==> src/verilog/sync_gate_pkg.sv <==
// constants, types and register map of the synchro-check close gate
package sync_gate_pkg;
    // ----------------------------------------------------------------
    // clock and processing tick
    // ----------------------------------------------------------------
    localparam int CLK_MHZ = 50;
    localparam int TICK_US = 1000;
    localparam int TICK_CYCLES = TICK_US * CLK_MHZ;
    // ----------------------------------------------------------------
    // register offsets
    // ----------------------------------------------------------------
    localparam logic [7:0] CTRL_OFS = 8'h00;
    localparam logic [7:0] LEVEL_OFS = 8'h04;
    localparam logic [7:0] AUTO_LIM_OFS = 8'h08;
    localparam logic [7:0] MAN_LIM_OFS = 8'h0c;
    localparam logic [7:0] CHK_FREQ_OFS = 8'h10;
    localparam logic [7:0] TIMING_OFS = 8'h14;
    localparam logic [7:0] STATUS_OFS = 8'h18;
    // ----------------------------------------------------------------
    // modes and states
    // ----------------------------------------------------------------
    typedef enum logic [1:0] {OP_OFF = 2'h0, OP_ON = 2'h1, OP_BYPASS = 2'h2} op_mode_e;
    typedef enum logic [1:0] {EN_OFF = 2'h0, EN_DBLL = 2'h1, EN_LBDL = 2'h2, EN_ANY = 2'h3} en_mode_e;
    typedef enum logic [2:0] {ST_IDLE = 3'h0, ST_EVAL = 3'h1, ST_SWITCH = 3'h3,
        ST_CLOSE = 3'h2, ST_REFUSE = 3'h6} state_e;
    // ----------------------------------------------------------------
    // register layouts
    // ----------------------------------------------------------------
    typedef struct packed {
        logic [18:0] spare;
        en_mode_e manual_energizing_mode;
        en_mode_e auto_energizing_mode;
        logic manual_sync_switching_enable;
        logic auto_sync_switching_enable;
        op_mode_e manual_request_operation_mode;
        op_mode_e auto_request_operation_mode;
        logic [2:0] compared_voltage_select;
    } ctrl_s;
    typedef struct packed {
        logic [7:0] sw_freq;
        logic [7:0] max_angle_diff;
        logic [7:0] switch_voltage_diff_limit;
        logic [7:0] check_voltage_diff_limit;
    } limits_s;
    // measurements: magnitudes in % of rated, angle in deg, slip in 0.01 Hz
    typedef struct packed {
        logic [5:0][7:0] line;
        logic [5:0][7:0] first_bus_section;
        logic [5:0][7:0] second_bus_section;
        logic [7:0] angle_first;
        logic [7:0] angle_second;
        logic [7:0] slip_first;
        logic [7:0] slip_second;
    } meas_s;
    // ----------------------------------------------------------------
    // reset values
    // ----------------------------------------------------------------
    localparam logic [31:0] CTRL_RST = 32'h0000_0ba8;
    localparam logic [31:0] LEVEL_RST = 32'h0000_1e46;
    localparam logic [31:0] LIM_RST = 32'h1414_0a0a;
    localparam logic [31:0] CHK_FREQ_RST = 32'h0000_0202;
    localparam logic [31:0] TIMING_RST = 32'h0032_2710;
endpackage
==> src/verilog/sync_gate.sv <==
// synchro-check and synchro-switch close gate with apb settings
//
// Implementation choices: the APB interface to the registers and the placing of the registers.
`timescale 1ns/100ps
`default_nettype none
module sync_gate #(
    parameter int TICK_CYCLES = sync_gate_pkg::TICK_CYCLES
) (
    input wire logic pclk,
    input wire logic presetn,
    input wire logic psel,
    input wire logic penable,
    input wire logic pwrite,
    input wire logic [7:0] paddr,
    input wire logic [31:0] pwdata,
    output logic [31:0] prdata,
    output logic pready,
    output logic pslverr,
    input wire logic auto_request,
    input wire logic manual_request,
    input wire logic cancel,
    input wire logic block,
    input wire logic bus_select,
    input wire logic vt_block_line,
    input wire logic vt_block_first,
    input wire logic vt_block_second,
    input wire sync_gate_pkg::meas_s meas,
    output logic release_out,
    output logic close_out,
    output logic refused
);
    // ----------------------------------------------------------------
    // helpers
    // ----------------------------------------------------------------
    function automatic logic [7:0] absdiff(input logic [7:0] a, input logic [7:0] b);
        absdiff = (a > b) ? a - b : b - a;
    endfunction

    // ----------------------------------------------------------------
    // apb register file
    // ----------------------------------------------------------------
    sync_gate_pkg::ctrl_s ctrl_r;
    logic [31:0] level_r;
    sync_gate_pkg::limits_s auto_lim_r;
    sync_gate_pkg::limits_s man_lim_r;
    logic [31:0] chk_freq_r;
    logic [31:0] timing_r;
    logic [31:0] prdata_r;
    logic pready_r;
    logic pslverr_r;
    sync_gate_pkg::state_e state_r;
    sync_gate_pkg::state_e state_nxt;
    logic src_manual_r;
    logic release_r;
    logic close_r;
    logic refused_r;
    logic tick_r;
    logic [31:0] tick_cnt_r;
    logic [15:0] wait_ms_r;

    wire setup = psel && !penable;
    wire acc = psel && penable && pready_r;
    wire wr = acc && pwrite;
    wire hit_ctrl = paddr == sync_gate_pkg::CTRL_OFS;
    wire hit_level = paddr == sync_gate_pkg::LEVEL_OFS;
    wire hit_alim = paddr == sync_gate_pkg::AUTO_LIM_OFS;
    wire hit_mlim = paddr == sync_gate_pkg::MAN_LIM_OFS;
    wire hit_cfreq = paddr == sync_gate_pkg::CHK_FREQ_OFS;
    wire hit_timing = paddr == sync_gate_pkg::TIMING_OFS;
    wire hit_status = paddr == sync_gate_pkg::STATUS_OFS;
    wire mapped = hit_ctrl || hit_level || hit_alim || hit_mlim || hit_cfreq
        || hit_timing || hit_status;
    wire [31:0] status_w = {24'h0, src_manual_r, refused_r, close_r, release_r,
        1'b0, state_r};
    logic [31:0] rd_mux;

    // read data select
    always_comb
    begin
        if (hit_ctrl)
            rd_mux = ctrl_r;
        else if (hit_level)
            rd_mux = level_r;
        else if (hit_alim)
            rd_mux = auto_lim_r;
        else if (hit_mlim)
            rd_mux = man_lim_r;
        else if (hit_cfreq)
            rd_mux = chk_freq_r;
        else if (hit_timing)
            rd_mux = timing_r;
        else if (hit_status)
            rd_mux = status_w;
        else
            rd_mux = 32'h0;
    end

    // zero-wait access: ready in the first access cycle
    always_ff @(posedge pclk or negedge presetn)
    begin
        if (!presetn)
        begin
            pready_r <= 1'b0;
            pslverr_r <= 1'b0;
            prdata_r <= 32'h0;
        end
        else
        begin
            pready_r <= setup;
            pslverr_r <= setup && !mapped;
            prdata_r <= (setup && !pwrite) ? rd_mux : 32'h0;
        end
    end

    // settings, written in the access cycle
    always_ff @(posedge pclk or negedge presetn)
    begin
        if (!presetn)
        begin
            ctrl_r <= sync_gate_pkg::CTRL_RST;
            level_r <= sync_gate_pkg::LEVEL_RST;
            auto_lim_r <= sync_gate_pkg::LIM_RST;
            man_lim_r <= sync_gate_pkg::LIM_RST;
            chk_freq_r <= sync_gate_pkg::CHK_FREQ_RST;
            timing_r <= sync_gate_pkg::TIMING_RST;
        end
        else if (wr)
        begin
            if (hit_ctrl)
                ctrl_r <= {19'h0, pwdata[12:0]};
            if (hit_level)
                level_r <= {16'h0, pwdata[15:0]};
            if (hit_alim)
                auto_lim_r <= pwdata;
            if (hit_mlim)
                man_lim_r <= pwdata;
            if (hit_cfreq)
                chk_freq_r <= {16'h0, pwdata[15:0]};
            if (hit_timing)
                timing_r <= pwdata;
        end
    end

    // ----------------------------------------------------------------
    // measurement selection and conditions
    // ----------------------------------------------------------------
    // active source: latched once a procedure runs
    wire src_man = (state_r == sync_gate_pkg::ST_IDLE) ? !auto_request : src_manual_r;
    wire [2:0] vsel = (ctrl_r.compared_voltage_select > 3'h5) ? 3'h0
        : ctrl_r.compared_voltage_select;
    wire [7:0] v_line = meas.line[vsel];
    wire [7:0] v_bus = bus_select ? meas.second_bus_section[vsel]
        : meas.first_bus_section[vsel];
    wire [7:0] angle = bus_select ? meas.angle_second : meas.angle_first;
    wire [7:0] slip = bus_select ? meas.slip_second : meas.slip_first;
    wire vt_ok = !vt_block_line
        && !(bus_select ? vt_block_second : vt_block_first);
    sync_gate_pkg::limits_s lim;
    assign lim = src_man ? man_lim_r : auto_lim_r;
    wire [7:0] chk_freq = src_man ? chk_freq_r[15:8] : chk_freq_r[7:0];
    sync_gate_pkg::op_mode_e op;
    assign op = src_man ? ctrl_r.manual_request_operation_mode
        : ctrl_r.auto_request_operation_mode;
    sync_gate_pkg::en_mode_e en;
    assign en = src_man ? ctrl_r.manual_energizing_mode
        : ctrl_r.auto_energizing_mode;
    wire sw_en = src_man ? ctrl_r.manual_sync_switching_enable
        : ctrl_r.auto_sync_switching_enable;

    // live and dead classification
    wire line_live = v_line >= level_r[7:0];
    wire bus_live = v_bus >= level_r[7:0];
    wire line_dead = v_line < level_r[15:8];
    wire bus_dead = v_bus < level_r[15:8];
    wire [7:0] vdiff = absdiff(v_line, v_bus);

    // energizing check per mode
    wire energ_ok = (en == sync_gate_pkg::EN_DBLL && bus_dead && line_live)
        || (en == sync_gate_pkg::EN_LBDL && bus_live && line_dead)
        || (en == sync_gate_pkg::EN_ANY && (bus_dead || line_dead));

    // synchro check: all three differences within limits
    wire chk_ok = line_live && bus_live && vdiff <= lim.check_voltage_diff_limit
        && slip <= chk_freq && angle <= lim.max_angle_diff;

    // advance angle = slip * 360 deg * breaker time
    wire [31:0] adv_full = 32'(slip) * 32'(timing_r[31:16]) * 32'd360 / 32'd100000;
    wire [7:0] adv_deg = (adv_full > 32'd180) ? 8'd180 : adv_full[7:0];
    wire sw_ok = line_live && bus_live && vdiff <= lim.switch_voltage_diff_limit
        && slip <= lim.sw_freq
        && absdiff(angle, adv_deg) <= lim.max_angle_diff;
    wire tmo_hit = wait_ms_r >= timing_r[15:0];
    wire req = auto_request || manual_request;
    wire abort = cancel || block;

    // ----------------------------------------------------------------
    // processing tick and wait timer
    // ----------------------------------------------------------------
    // one-cycle tick every millisecond, wait counted in ticks
    always_ff @(posedge pclk or negedge presetn)
    begin
        if (!presetn)
        begin
            tick_cnt_r <= 32'h0;
            tick_r <= 1'b0;
            wait_ms_r <= 16'h0;
        end
        else
        begin
            tick_r <= tick_cnt_r == 32'(TICK_CYCLES - 1);
            tick_cnt_r <= (tick_cnt_r == 32'(TICK_CYCLES - 1)) ? 32'h0 : tick_cnt_r + 32'h1;
            if (abort || state_r != sync_gate_pkg::ST_SWITCH)
                wait_ms_r <= 16'h0;
            else if (tick_r && !tmo_hit)
                wait_ms_r <= wait_ms_r + 16'h1;
        end
    end

    // ----------------------------------------------------------------
    // close procedure
    // ----------------------------------------------------------------
    // next state
    always_comb
    begin
        state_nxt = state_r;
        case (state_r)
            sync_gate_pkg::ST_IDLE:
                if (req && op != sync_gate_pkg::OP_OFF)
                    state_nxt = sync_gate_pkg::ST_EVAL;
            sync_gate_pkg::ST_EVAL:
                if (!req)
                    state_nxt = sync_gate_pkg::ST_IDLE;
                else if (op == sync_gate_pkg::OP_BYPASS)
                    state_nxt = sync_gate_pkg::ST_CLOSE;
                else if (op == sync_gate_pkg::OP_OFF)
                    state_nxt = sync_gate_pkg::ST_IDLE;
                else if (vt_ok && (energ_ok || chk_ok))
                    state_nxt = sync_gate_pkg::ST_CLOSE;
                else if (sw_en)
                    state_nxt = sync_gate_pkg::ST_SWITCH;
                else
                    state_nxt = sync_gate_pkg::ST_REFUSE;
            sync_gate_pkg::ST_SWITCH:
                if (!req)
                    state_nxt = sync_gate_pkg::ST_IDLE;
                else if (vt_ok && sw_ok)
                    state_nxt = sync_gate_pkg::ST_CLOSE;
                else if (tmo_hit)
                    state_nxt = sync_gate_pkg::ST_REFUSE;
            sync_gate_pkg::ST_CLOSE:
                if (!req)
                    state_nxt = sync_gate_pkg::ST_IDLE;
            sync_gate_pkg::ST_REFUSE:
                if (!req)
                    state_nxt = sync_gate_pkg::ST_IDLE;
            default:
                state_nxt = sync_gate_pkg::ST_IDLE;
        endcase
        if (abort)
            state_nxt = sync_gate_pkg::ST_IDLE;
    end

    // state and registered outputs
    always_ff @(posedge pclk or negedge presetn)
    begin
        if (!presetn)
        begin
            state_r <= sync_gate_pkg::ST_IDLE;
            src_manual_r <= 1'b0;
            release_r <= 1'b0;
            close_r <= 1'b0;
            refused_r <= 1'b0;
        end
        else
        begin
            state_r <= state_nxt;
            src_manual_r <= src_man;
            release_r <= state_nxt == sync_gate_pkg::ST_CLOSE;
            close_r <= state_nxt == sync_gate_pkg::ST_CLOSE;
            refused_r <= state_nxt == sync_gate_pkg::ST_REFUSE;
        end
    end

    assign prdata = prdata_r;
    assign pready = pready_r;
    assign pslverr = pslverr_r;
    assign release_out = release_r;
    assign close_out = close_r;
    assign refused = refused_r;
endmodule
`default_nettype wire

==> config.mk <==
export PLATFORM = sky130hd
export DESIGN_NAME = sync_gate
export DESIGN_NICKNAME = d
export VERILOG_FILES = /design/src/verilog/sync_gate_pkg.sv /design/src/verilog/sync_gate.sv
export SDC_FILE = /design/constraint.sdc
export NUM_CORES = 1
export LEC_CHECK = 0
export ABC_AREA = 1
export BUFFER_PORTS_ARGS = -buffer_cell sky130_fd_sc_hd__buf_2
export CORE_MARGIN = 4
export CORE_UTILIZATION = 40
export CTS_BUF_LIST = sky130_fd_sc_hd__clkbuf_2 sky130_fd_sc_hd__clkbuf_4 sky130_fd_sc_hd__clkbuf_8
export CTS_CLUSTER_SIZE = 25
export DETAILED_ROUTE_END_ITERATION = 12
export PLACE_DENSITY_LB_ADDON = 0.05
export SYNTH_ARGS = -nofsm -noshare
export SYNTH_HDL_FRONTEND = slang
export SYNTH_SLANG_ARGS = --single-unit
export TNS_END_PERCENT = 30
==> constraint.sdc <==
create_clock -name pclk -period 41.5 [get_ports pclk]
set_input_delay 8.3 -clock pclk [delete_from_list [all_inputs] [get_ports pclk]]
set_output_delay 8.3 -clock pclk [all_outputs]
set_load 0.05 [all_outputs]
==> impl_metrics.toml, run 1 <==
[detailed_routing]
vias_per_cell = 4.99
first_pass_iters = 5
wl_per_cell_um = 16.4
wirelength_mm = 91.4
drt-initial-drc-count = 1574
route.vias.total = 27900
drc = 0
ant_nets = 0

[synth]
synth_area_leader_cell = "dfrtp_1"
yosysWarnings = 0
synthTopCellsByArea = "dfrtp_1, nand2_1, ha_1, inv_1, fa_1"
avgSynthCellArea_um2 = 7.12
netlist_top_cells_count = "nand2_1, inv_1, nor2_1"
synth_cells = 4305
ys_types = 83
ys_async_sr_fraction_pct = 100
synth_top_flop_cell = "dfrtp_1"
synth_top_area_share_pct = 15.6
syn-num-nets = 4877
yosysMostFrequentCell = "nand2_1"
synth_area_um2 = 30700
synth-edff-count = 0
ys_seq_area_share_pct = 18.9
ys_seq_elements = 230

[timing]
fmax_mhz = 29.0
finalHoldViolations = 0
slew_headroom_pct = 21.3
worst_pin_slew_ns = 1.18
grt_setup_unrepaired = "false"
setup_viol = 0
skew_ns = 0.0467
maxSlewViolCount = 0
timing.final.crit_share_pct = 83.0
finalCriticalPeriod_ns = 34.45
tns_ns = 0

[pwr]
ir_drop_uv = 82.0
leakage_nw = 18.1
p_per_area_nw_per_um2 = 52.8

[clocking]
postCtsHoldBufs = 0
clkLatencyLatePin_ns = 0.57
cts_setup_buffers = 0
cts_tree = "built"
post_cts_resized = 0
root_buffer = "clkbuf_8"
clock-sinks = 230
clock_path_buffers = 3
htree_levels = 2
clk_pin_slew_ns = 0.06
cts-buffers-inserted = 35

[critical_path]
critPathMaxFanout = 19
cp.arrival_ns = 34.95
crit_required_ns = 42.00
critPathLaunchType = "input port"
endpoint_kind = "flop"
worst_path_largest_cell_delay_ns = 0.55
setup.worst_path.class = "in -> reg"
crit_top_cell = "nand2_2"
crit_path_top_delay_cell = "fa_1"

[grt]
grt_pass1_vias = 27100
grtUsageTotal_pct = 21.8
grt_max_degree = 127
antenna_found_initial = 1
overflow = 0
grt_pass1_wl_mm = 145

[floorplanning]
rows = 101
start_util_pct = 40.4
io_pins = 266
core_area_um2 = 75900
fp.dieW_um = 285
fp.dieH_um = 285
design.die.area_um2 = 81100

[cells_and_area]
stdcell_count = 5587
drive_above_1_share_pct = 20.0
syn_to_final_growth_pct = 9.94
fin_util_pct = 44.4
finalNetCount = 5102

[placed_design]
port-buffer-count = 265
place.gp.congestion = 0.871
dpl.cell_count = 5523
place_hpwl_mm = 74.5

[hold_path]
hold_path_class = "reg -> reg"

[run]
drv_cap = 0

[run_status]
status = "finished, final reports clean"
-- state kept, by name, indices dropped and copies added (netlist names), 3 cells and up --
signal      flops
auto_lim_r     32
tick_cnt_r     32
wait_ms_r      16
chk_freq_r     16
ctrl_r         13
man_lim_r      32
state_r         3
level_r        16
timing_r       32
prdata         32
-- path summary, 6_finish.rpt --
check	endpoint	cells past startpoint	slack, ns	from
worst max-delay path	close_out	187	7.05	bus_select
worst min-delay path	tick_cnt_r[0]	1	0.46	tick_cnt_r[0]
worst max register to register	close_out	180	15.61	timing_r[17]
worst min register to register	tick_cnt_r[0]	1	0.46	tick_cnt_r[0]
max in group asynchronous	tick_cnt_r[16]	3	31.63	presetn
min in group asynchronous	prdata[6]	1	7.86	presetn
-- cell type report --
type	count	area, µm²
Sequential cell	230	5800
Timing Repair Buffer	292	1540
Clock inverter	7	77.6
Tap cell	1030	1290
Clock buffer	56	702
Multi-Input combinational cell	3244	21400
Antenna cell	1	2.50
Fill cell	8081	42200
Inverter	727	2860
-- cells by family after synthesis --
family / share of synthesized area, %
flip-flops: 18.9
AO/OA/AOI/OAI: 12.8
buffers and inverters: 11.3
multiplexers: 1.01
adder cells (fa/ha/maj): 16.8
XOR/XNOR: 4.33
AND/OR/NAND/NOR: 34.8
-- placed cells by master, fill, tap and decap left out, drive strengths merged, types with 39 or more instances in the layout --
cell type     n
nand2      1242
inv         707
nor2        373
o21ai       329
nand3       313
buf         292
ha          227
dfrtp       191
a21oi       130
fa          116
xor2         98
nand4        60
clkbuf       56
xnor2        52
dfstp        39
-- worst max-delay path: cells and delay by family --
family,cells,cell delay (ns)
and+or+nand+nor,137,16.53
AOI/OAI and AO/OA,15,2.45
adders and majority gates,10,4.33
buffers and inverters,22,2.46
xor gates and xnor gates,3,0.74
-- per-stage QoR --
stage | setup slack (ns) | hold WS (ns) | power [mW] | area [µm²]
after global routing | 4.19 | 0.502 | 1.97 | 33700
final | 7.05 | 0.462 | 1.78 | 33700
after floorplan | 11.06 | 0.433 | 1.33 | 30700
after global placement | 6.78 | 0.454 | 1.60 | 32900
after CTS | 6.99 | 0.469 | 1.80 | 33700
after detailed placement | 6.45 | 0.461 | 1.57 | 32900
-- report_power, final --
part / switching [mW] / internal, mW / total, mW
logic: 0.886 / 0.459 / 1.35
registers: 0.000630 / 0.225 / 0.226
clock network: 0.0944 / 0.115 / 0.209
total: 0.981 / 0.799 / 1.78
-- metal layers --
metal | vias up | part of all wire, % | track usage (%)
met4 | 0 | 2.3 | 5.33
met1 | 12900 | 47 | 30.4
met3 | 103 | 3.5 | 1.76
met5 | - | 0 | 0
li1 | 14300 | - | -
met2 | 522 | 47 | 36.8
Note: power is estimated with default switching activity, not from simulation.
==> run 2, diff against run 1 <==
Clock period 41.5 ns to 33.9 ns, I/O delays scaled along.
==> run 2 against run 1 <==
Net effect:
- combinational power is 25% higher
- via count is 0.42% higher
- critical endpoint unchanged
- wire length is 1.3% higher
- count of clock-buffer cells in the layout is 2 higher
- non-clock buffer count is 14 higher
- first-iteration DRC count is 16% higher
- register-to-register slack worse by 6.7 ns
==> impl_metrics.toml, run 2 (synthesis results as in run 1) <==
[critical_path]
worstSetupPathDepth = 183
endpoint_kind = "flop"
setup.worst_path.class = "in -> reg"
critPathLaunchType = "input port"
ff2ff_setup_slack_ns = 8.93
reg2reg_to = "close_out"
cp_top_family = "simple AND/OR/NAND/NOR gates"
crit_top_cell = "nand2_1"
r2r_start = "timing_r[17]"
crit_start = "bus_select"
crit_required_ns = 34.40
endpoint = "close_out"
crit_path_top_delay_cell = "fa_1"
critPathBufInv = 23
worst_path_largest_cell_delay_ns = 0.53
rr_worst_depth = 177
cp.arrival_ns = 32.22
critPathMaxFanout = 18

[grt]
met3_usage_pct = 1.97
grt_max_degree = 108
grt_pass1_vias = 27000
use_met2_pct = 37.0
busiest_layer = "met2"
overflow = 0
grt_pass1_wl_mm = 146
grtUsageTotal_pct = 22.1
antenna_found_initial = 2
use_met1_pct = 30.7

[detailed_routing]
wirelength_mm = 92.6
drc = 0
ant_nets = 0
vias_per_cell = 4.99
first_pass_iters = 6
drt-initial-drc-count = 1818
wl_per_cell_um = 16.5
route.vias.total = 28000

[timing]
finalWorstSetupSlack_ns = 2.18
setup_viol = 0
timing.final.crit_share_pct = 93.6
hold_ws_ns = 0.463
fmax_mhz = 31.5
slew_headroom_pct = 22.5
finalHoldViolations = 0
worst_pin_slew_ns = 1.16
maxSlewViolCount = 0
finalCriticalPeriod_ns = 31.72
skew_ns = 0.0369

[floorplanning]
fp.dieW_um = 285
fp.dieH_um = 285
core_area_um2 = 75900
design.die.area_um2 = 81100
start_util_pct = 40.4
rows = 101
io_pins = 266

[pwr]
leakage_nw = 18.2
ir_drop_uv = 124
p_per_area_nw_per_um2 = 65.8

[cells_and_area]
syn_to_final_growth_pct = 10.9
drive_above_1_share_pct = 20.5
fillCellCount = 8028
final_area_um2 = 34000
finalNetCount = 5119
stdcell_count = 5605
mostFrequentLayoutCells = "nand2_1, inv_1, nor2_1, o21ai_0, nand3_1"
final_common_cell = "nand2_1"

[clocking]
cts_tree = "built"
htree_levels = 2
clk_pin_slew_ns = 0.07
clkLatencyLatePin_ns = 0.57
root_buffer = "clkbuf_8"
cts-buffers-inserted = 36
clock_path_buffers = 3
clock-sinks = 230

[run_status]
status = "finished, final reports clean"

[placed_design]
pre_cts_ws_ns = 0.682
dpl.cell_count = 5520
place.gp.congestion = 0.884
place_hpwl_mm = 75.7
port-buffer-count = 265
place_area_um2 = 32900

[hold_path]
hold_path_class = "reg -> reg"

[run]
drv_cap = 0
-- run 2: final cells by class --
type,count,area [µm²],area share [%]
well taps,1030,1290,3.79
multi-input cells,3246,21600,63.4
clock buffers,58,742,2.18
clock inverters,7,100,0.294
diodes,1,2.50,0.00736
repair buffers,306,1650,4.85
flip-flops and latches,230,5800,17.1
inverters,727,2860,8.41
-- run 2: how the worst min path moves through the flow --
stage	from	to	slack (ns)	cells after the start
6_report	tick_cnt_r[0]	tick_cnt_r[0]	0.46	1
5_1_grt	tick_cnt_r[0]	tick_cnt_r[0]	0.48	1
4_1_cts	tick_cnt_r[0]	tick_cnt_r[0]	0.47	1
3_5_place_dp	tick_cnt_r[0]	tick_cnt_r[0]	0.46	1
3_3_place_gp	tick_cnt_r[0]	tick_cnt_r[0]	0.46	1
2_1_floorplan	tick_cnt_r[0]	tick_cnt_r[0]	0.43	1
-- run 2: per-layer routing --
| layer | vias to the layer above | wire length [µm] |
|---|---|---|
| li1 | 14400 | - |
| met1 | 13000 | 43200 |
| met2 | 547 | 43500 |
| met3 | 94 | 3540 |
| met4 | 0 | 2310 |
| met5 | - | 0 |
-- run 2: repair_timing --
item                       in CTS  in global routing
hold buffers                    0                  0
setup endpoints to repair       0                  4
hold endpoints to repair        0                  0
setup buffers                   0                 17
resized for setup               0                 21
-- run 2: report_power, final --
part	total, mW	internal, mW	leakage, nW	switching [mW]
Combinational	1.69	0.586	14.7	1.10
Clock	0.272	0.155	0.437	0.117
Sequential	0.277	0.276	3.05	0.000764
-- run 2: through the flow --
| stage | setup TNS, ns | util, % | power (mW) |
|---|---|---|---|
| after floorplan | 0 | - | 1.63 |
| after global placement | 0 | 43.3 | 1.96 |
| after detailed placement | 0 | 43.3 | 1.94 |
| after CTS | 0 | 44.4 | 2.22 |
| after global routing | -0.0409 | 44.8 | 2.47 |
| final | 0 | 44.8 | 2.24 |
==> run 3, diff against run 2 <==
Settings changed: PLACE_DENSITY_LB_ADDON 0.05 to 0.25.
==> run 3 against run 2 <==
Net effect:
- register-to-register slack gained 0.22 ns
- sequential power is essentially flat
- fmax is 0.52% higher
- via count grew 1.7%
- non-clock buffer count rose by 2
- global-route usage decreased by 1.2 points
- total power is 1.7% lower
- cell area down 0.33%
- sequential share of layout area is 0.056 points higher
- combinational power is essentially flat
==> impl_metrics.toml, run 3 (synthesis results as in run 1) <==
[critical_path]
worst_path_largest_cell_delay_ns = 0.54
crit_required_ns = 34.40
crit_path_top_delay_cell = "or4_1"
worstSetupPathDepth = 184
critPathMaxFanout = 18
rr_worst_depth = 172
endpoint = "close_out"
ff2ff_setup_slack_ns = 9.15
setup.worst_path.class = "in -> reg"
r2r_start = "timing_r[20]"
cp.arrival_ns = 32.06
cp_top_family = "simple AND/OR/NAND/NOR gates"
crit_top_cell = "nand2_1"
critPathLaunchType = "input port"
crit_start = "bus_select"
reg2reg_to = "close_out"
endpoint_kind = "flop"
critPathBufInv = 25

[timing]
tns_ns = 0
timing.final.crit_share_pct = 93.1
maxSlewViolCount = 0
skew_ns = 0.0520
finalHoldViolations = 0
setup_viol = 0
slew_headroom_pct = 25.8
finalCriticalPeriod_ns = 31.56
fmax_mhz = 31.7
grt_setup_unrepaired = "false"
worst_pin_slew_ns = 1.11

[run]
drv_cap = 0

[placed_design]
port-buffer-count = 265
place_hpwl_mm = 71.8
place.gp.congestion = 0.934

[floorplanning]
fp.dieH_um = 285
start_util_pct = 40.4
io_pins = 266
core_area_um2 = 75900
rows = 101
design.die.area_um2 = 81100
fp.dieW_um = 285

[detailed_routing]
ant_nets = 0
route.vias.total = 28500
wl_per_cell_um = 15.9
wirelength_mm = 88.9
drt-initial-drc-count = 2140
first_pass_iters = 6
drc = 0
vias_per_cell = 5.08

[pwr]
p_per_area_nw_per_um2 = 64.9
power_frac_comb_pct = 76.4
intPower_mw = 0.986
swShare_pct = 55.2
power_frac_clock_pct = 11.0
leakage_nw = 18.2
ir_drop_uv = 100
p_sw_mw = 1.21
design_power_total_mw = 2.20
pwr-share-seq_pct = 12.6

[clocking]
cts-buffers-inserted = 35
clock_path_buffers = 3
clk_pin_slew_ns = 0.06
postCtsHoldBufs = 0
clock-sinks = 230
cts_tree = "built"
root_buffer = "clkbuf_8"
htree_levels = 2
clkLatencyLatePin_ns = 0.56

[grt]
antenna_found_initial = 6
grt_pass1_wl_mm = 140
grtUsageTotal_pct = 20.9
overflow = 0
grt_pass1_vias = 26700
grt_max_degree = 80

[cells_and_area]
final_common_cell = "nand2_1"
mostFrequentLayoutCells = "nand2_1, inv_1, nor2_1, o21ai_0, nand3_1"
drive_above_1_share_pct = 20.6
syn_to_final_growth_pct = 10.5
finalNetCount = 5121
fillCellCount = 7911

[hold_path]
hold_path_class = "reg -> reg"
worst_hold_path.num_cells = 1

[run_status]
status = "finished, final reports clean"
run 3: worst min path at each step:
stage             startpoint       endpoint  slack (ns)
2_1_floorplan  tick_cnt_r[0]  tick_cnt_r[0]        0.43
3_3_place_gp   tick_cnt_r[0]  tick_cnt_r[0]        0.45
3_5_place_dp   tick_cnt_r[0]  tick_cnt_r[0]        0.46
4_1_cts        tick_cnt_r[0]  tick_cnt_r[0]        0.47
5_1_grt        tick_cnt_r[0]  tick_cnt_r[0]        0.50
6_report       tick_cnt_r[0]  tick_cnt_r[0]        0.46
run 3: metrics by stage:
stage | hold WS (ns) | area (µm²) | setup WS [ns] | instances | utilization [%]
finish | 0.462 | 33900 | 2.34 | 5607 | 44.6
global route | 0.503 | 33900 | 0.00856 | 5605 | 44.6
CTS | 0.465 | 33600 | 1.29 | 5581 | 44.3
detailed placement | 0.457 | 32900 | 0.759 | 5519 | 43.3
global placement | 0.454 | 32900 | 1.23 | 5519 | 43.3
floorplan | 0.433 | 30700 | 4.98 | 4305 | -
run 3: worst reg2reg max path: cells and delay by family (launching register included):
family / cells / cell delay, ns
AOI/OAI and AO/OA: 11 / 2.25
xor gates and xnor gates: 4 / 0.90
adders and majority gates: 10 / 4.40
buffers and inverters: 21 / 2.01
DFF: 1 / 0.59
and+or+nand+nor: 126 / 14.57
run 3: timing repair:
item	4_1_cts	5_1_grt
gates resized for setup	0	19
setup buffers	0	20
setup endpoints to repair	0	4
run 3: final cells by class:
cell class                      instances  area, µm²  area share (%)
Timing Repair inverter                  1       5.00          0.0148
Multi-Input combinational cell       3246      21500            63.5
Inverter                              727       2860            8.45
Sequential cell                       230       5800            17.1
Timing Repair Buffer                  308       1660            4.90
Clock inverter                          7       48.8           0.144
Antenna cell                            3       7.51          0.0222
Tap cell                             1030       1290            3.80
Clock buffer                           55        682            2.01
run 3: power groups by stage:
stage | sequential [mW] | combinational (mW) | clock [mW]
6_report | 0.277 | 1.68 | 0.242
5_1_grt | 0.276 | 1.89 | 0.260
4_1_cts | 0.276 | 1.65 | 0.249
3_5_place_dp | 0.281 | 1.65 | 0
3_3_place_gp | 0.281 | 1.65 | 0
2_1_floorplan | 0.282 | 1.34 | 0
run 3: layer usage:
metal / vias to the layer above / track usage, % / share of wire (%)
met4: 6 / 4.51 / 1.9
met1: 13300 / 30.1 / 47
li1: 14400 / - / -
met3: 112 / 2.71 / 5.7
met2: 702 / 33.6 / 46
met5: - / 0 / 0.047
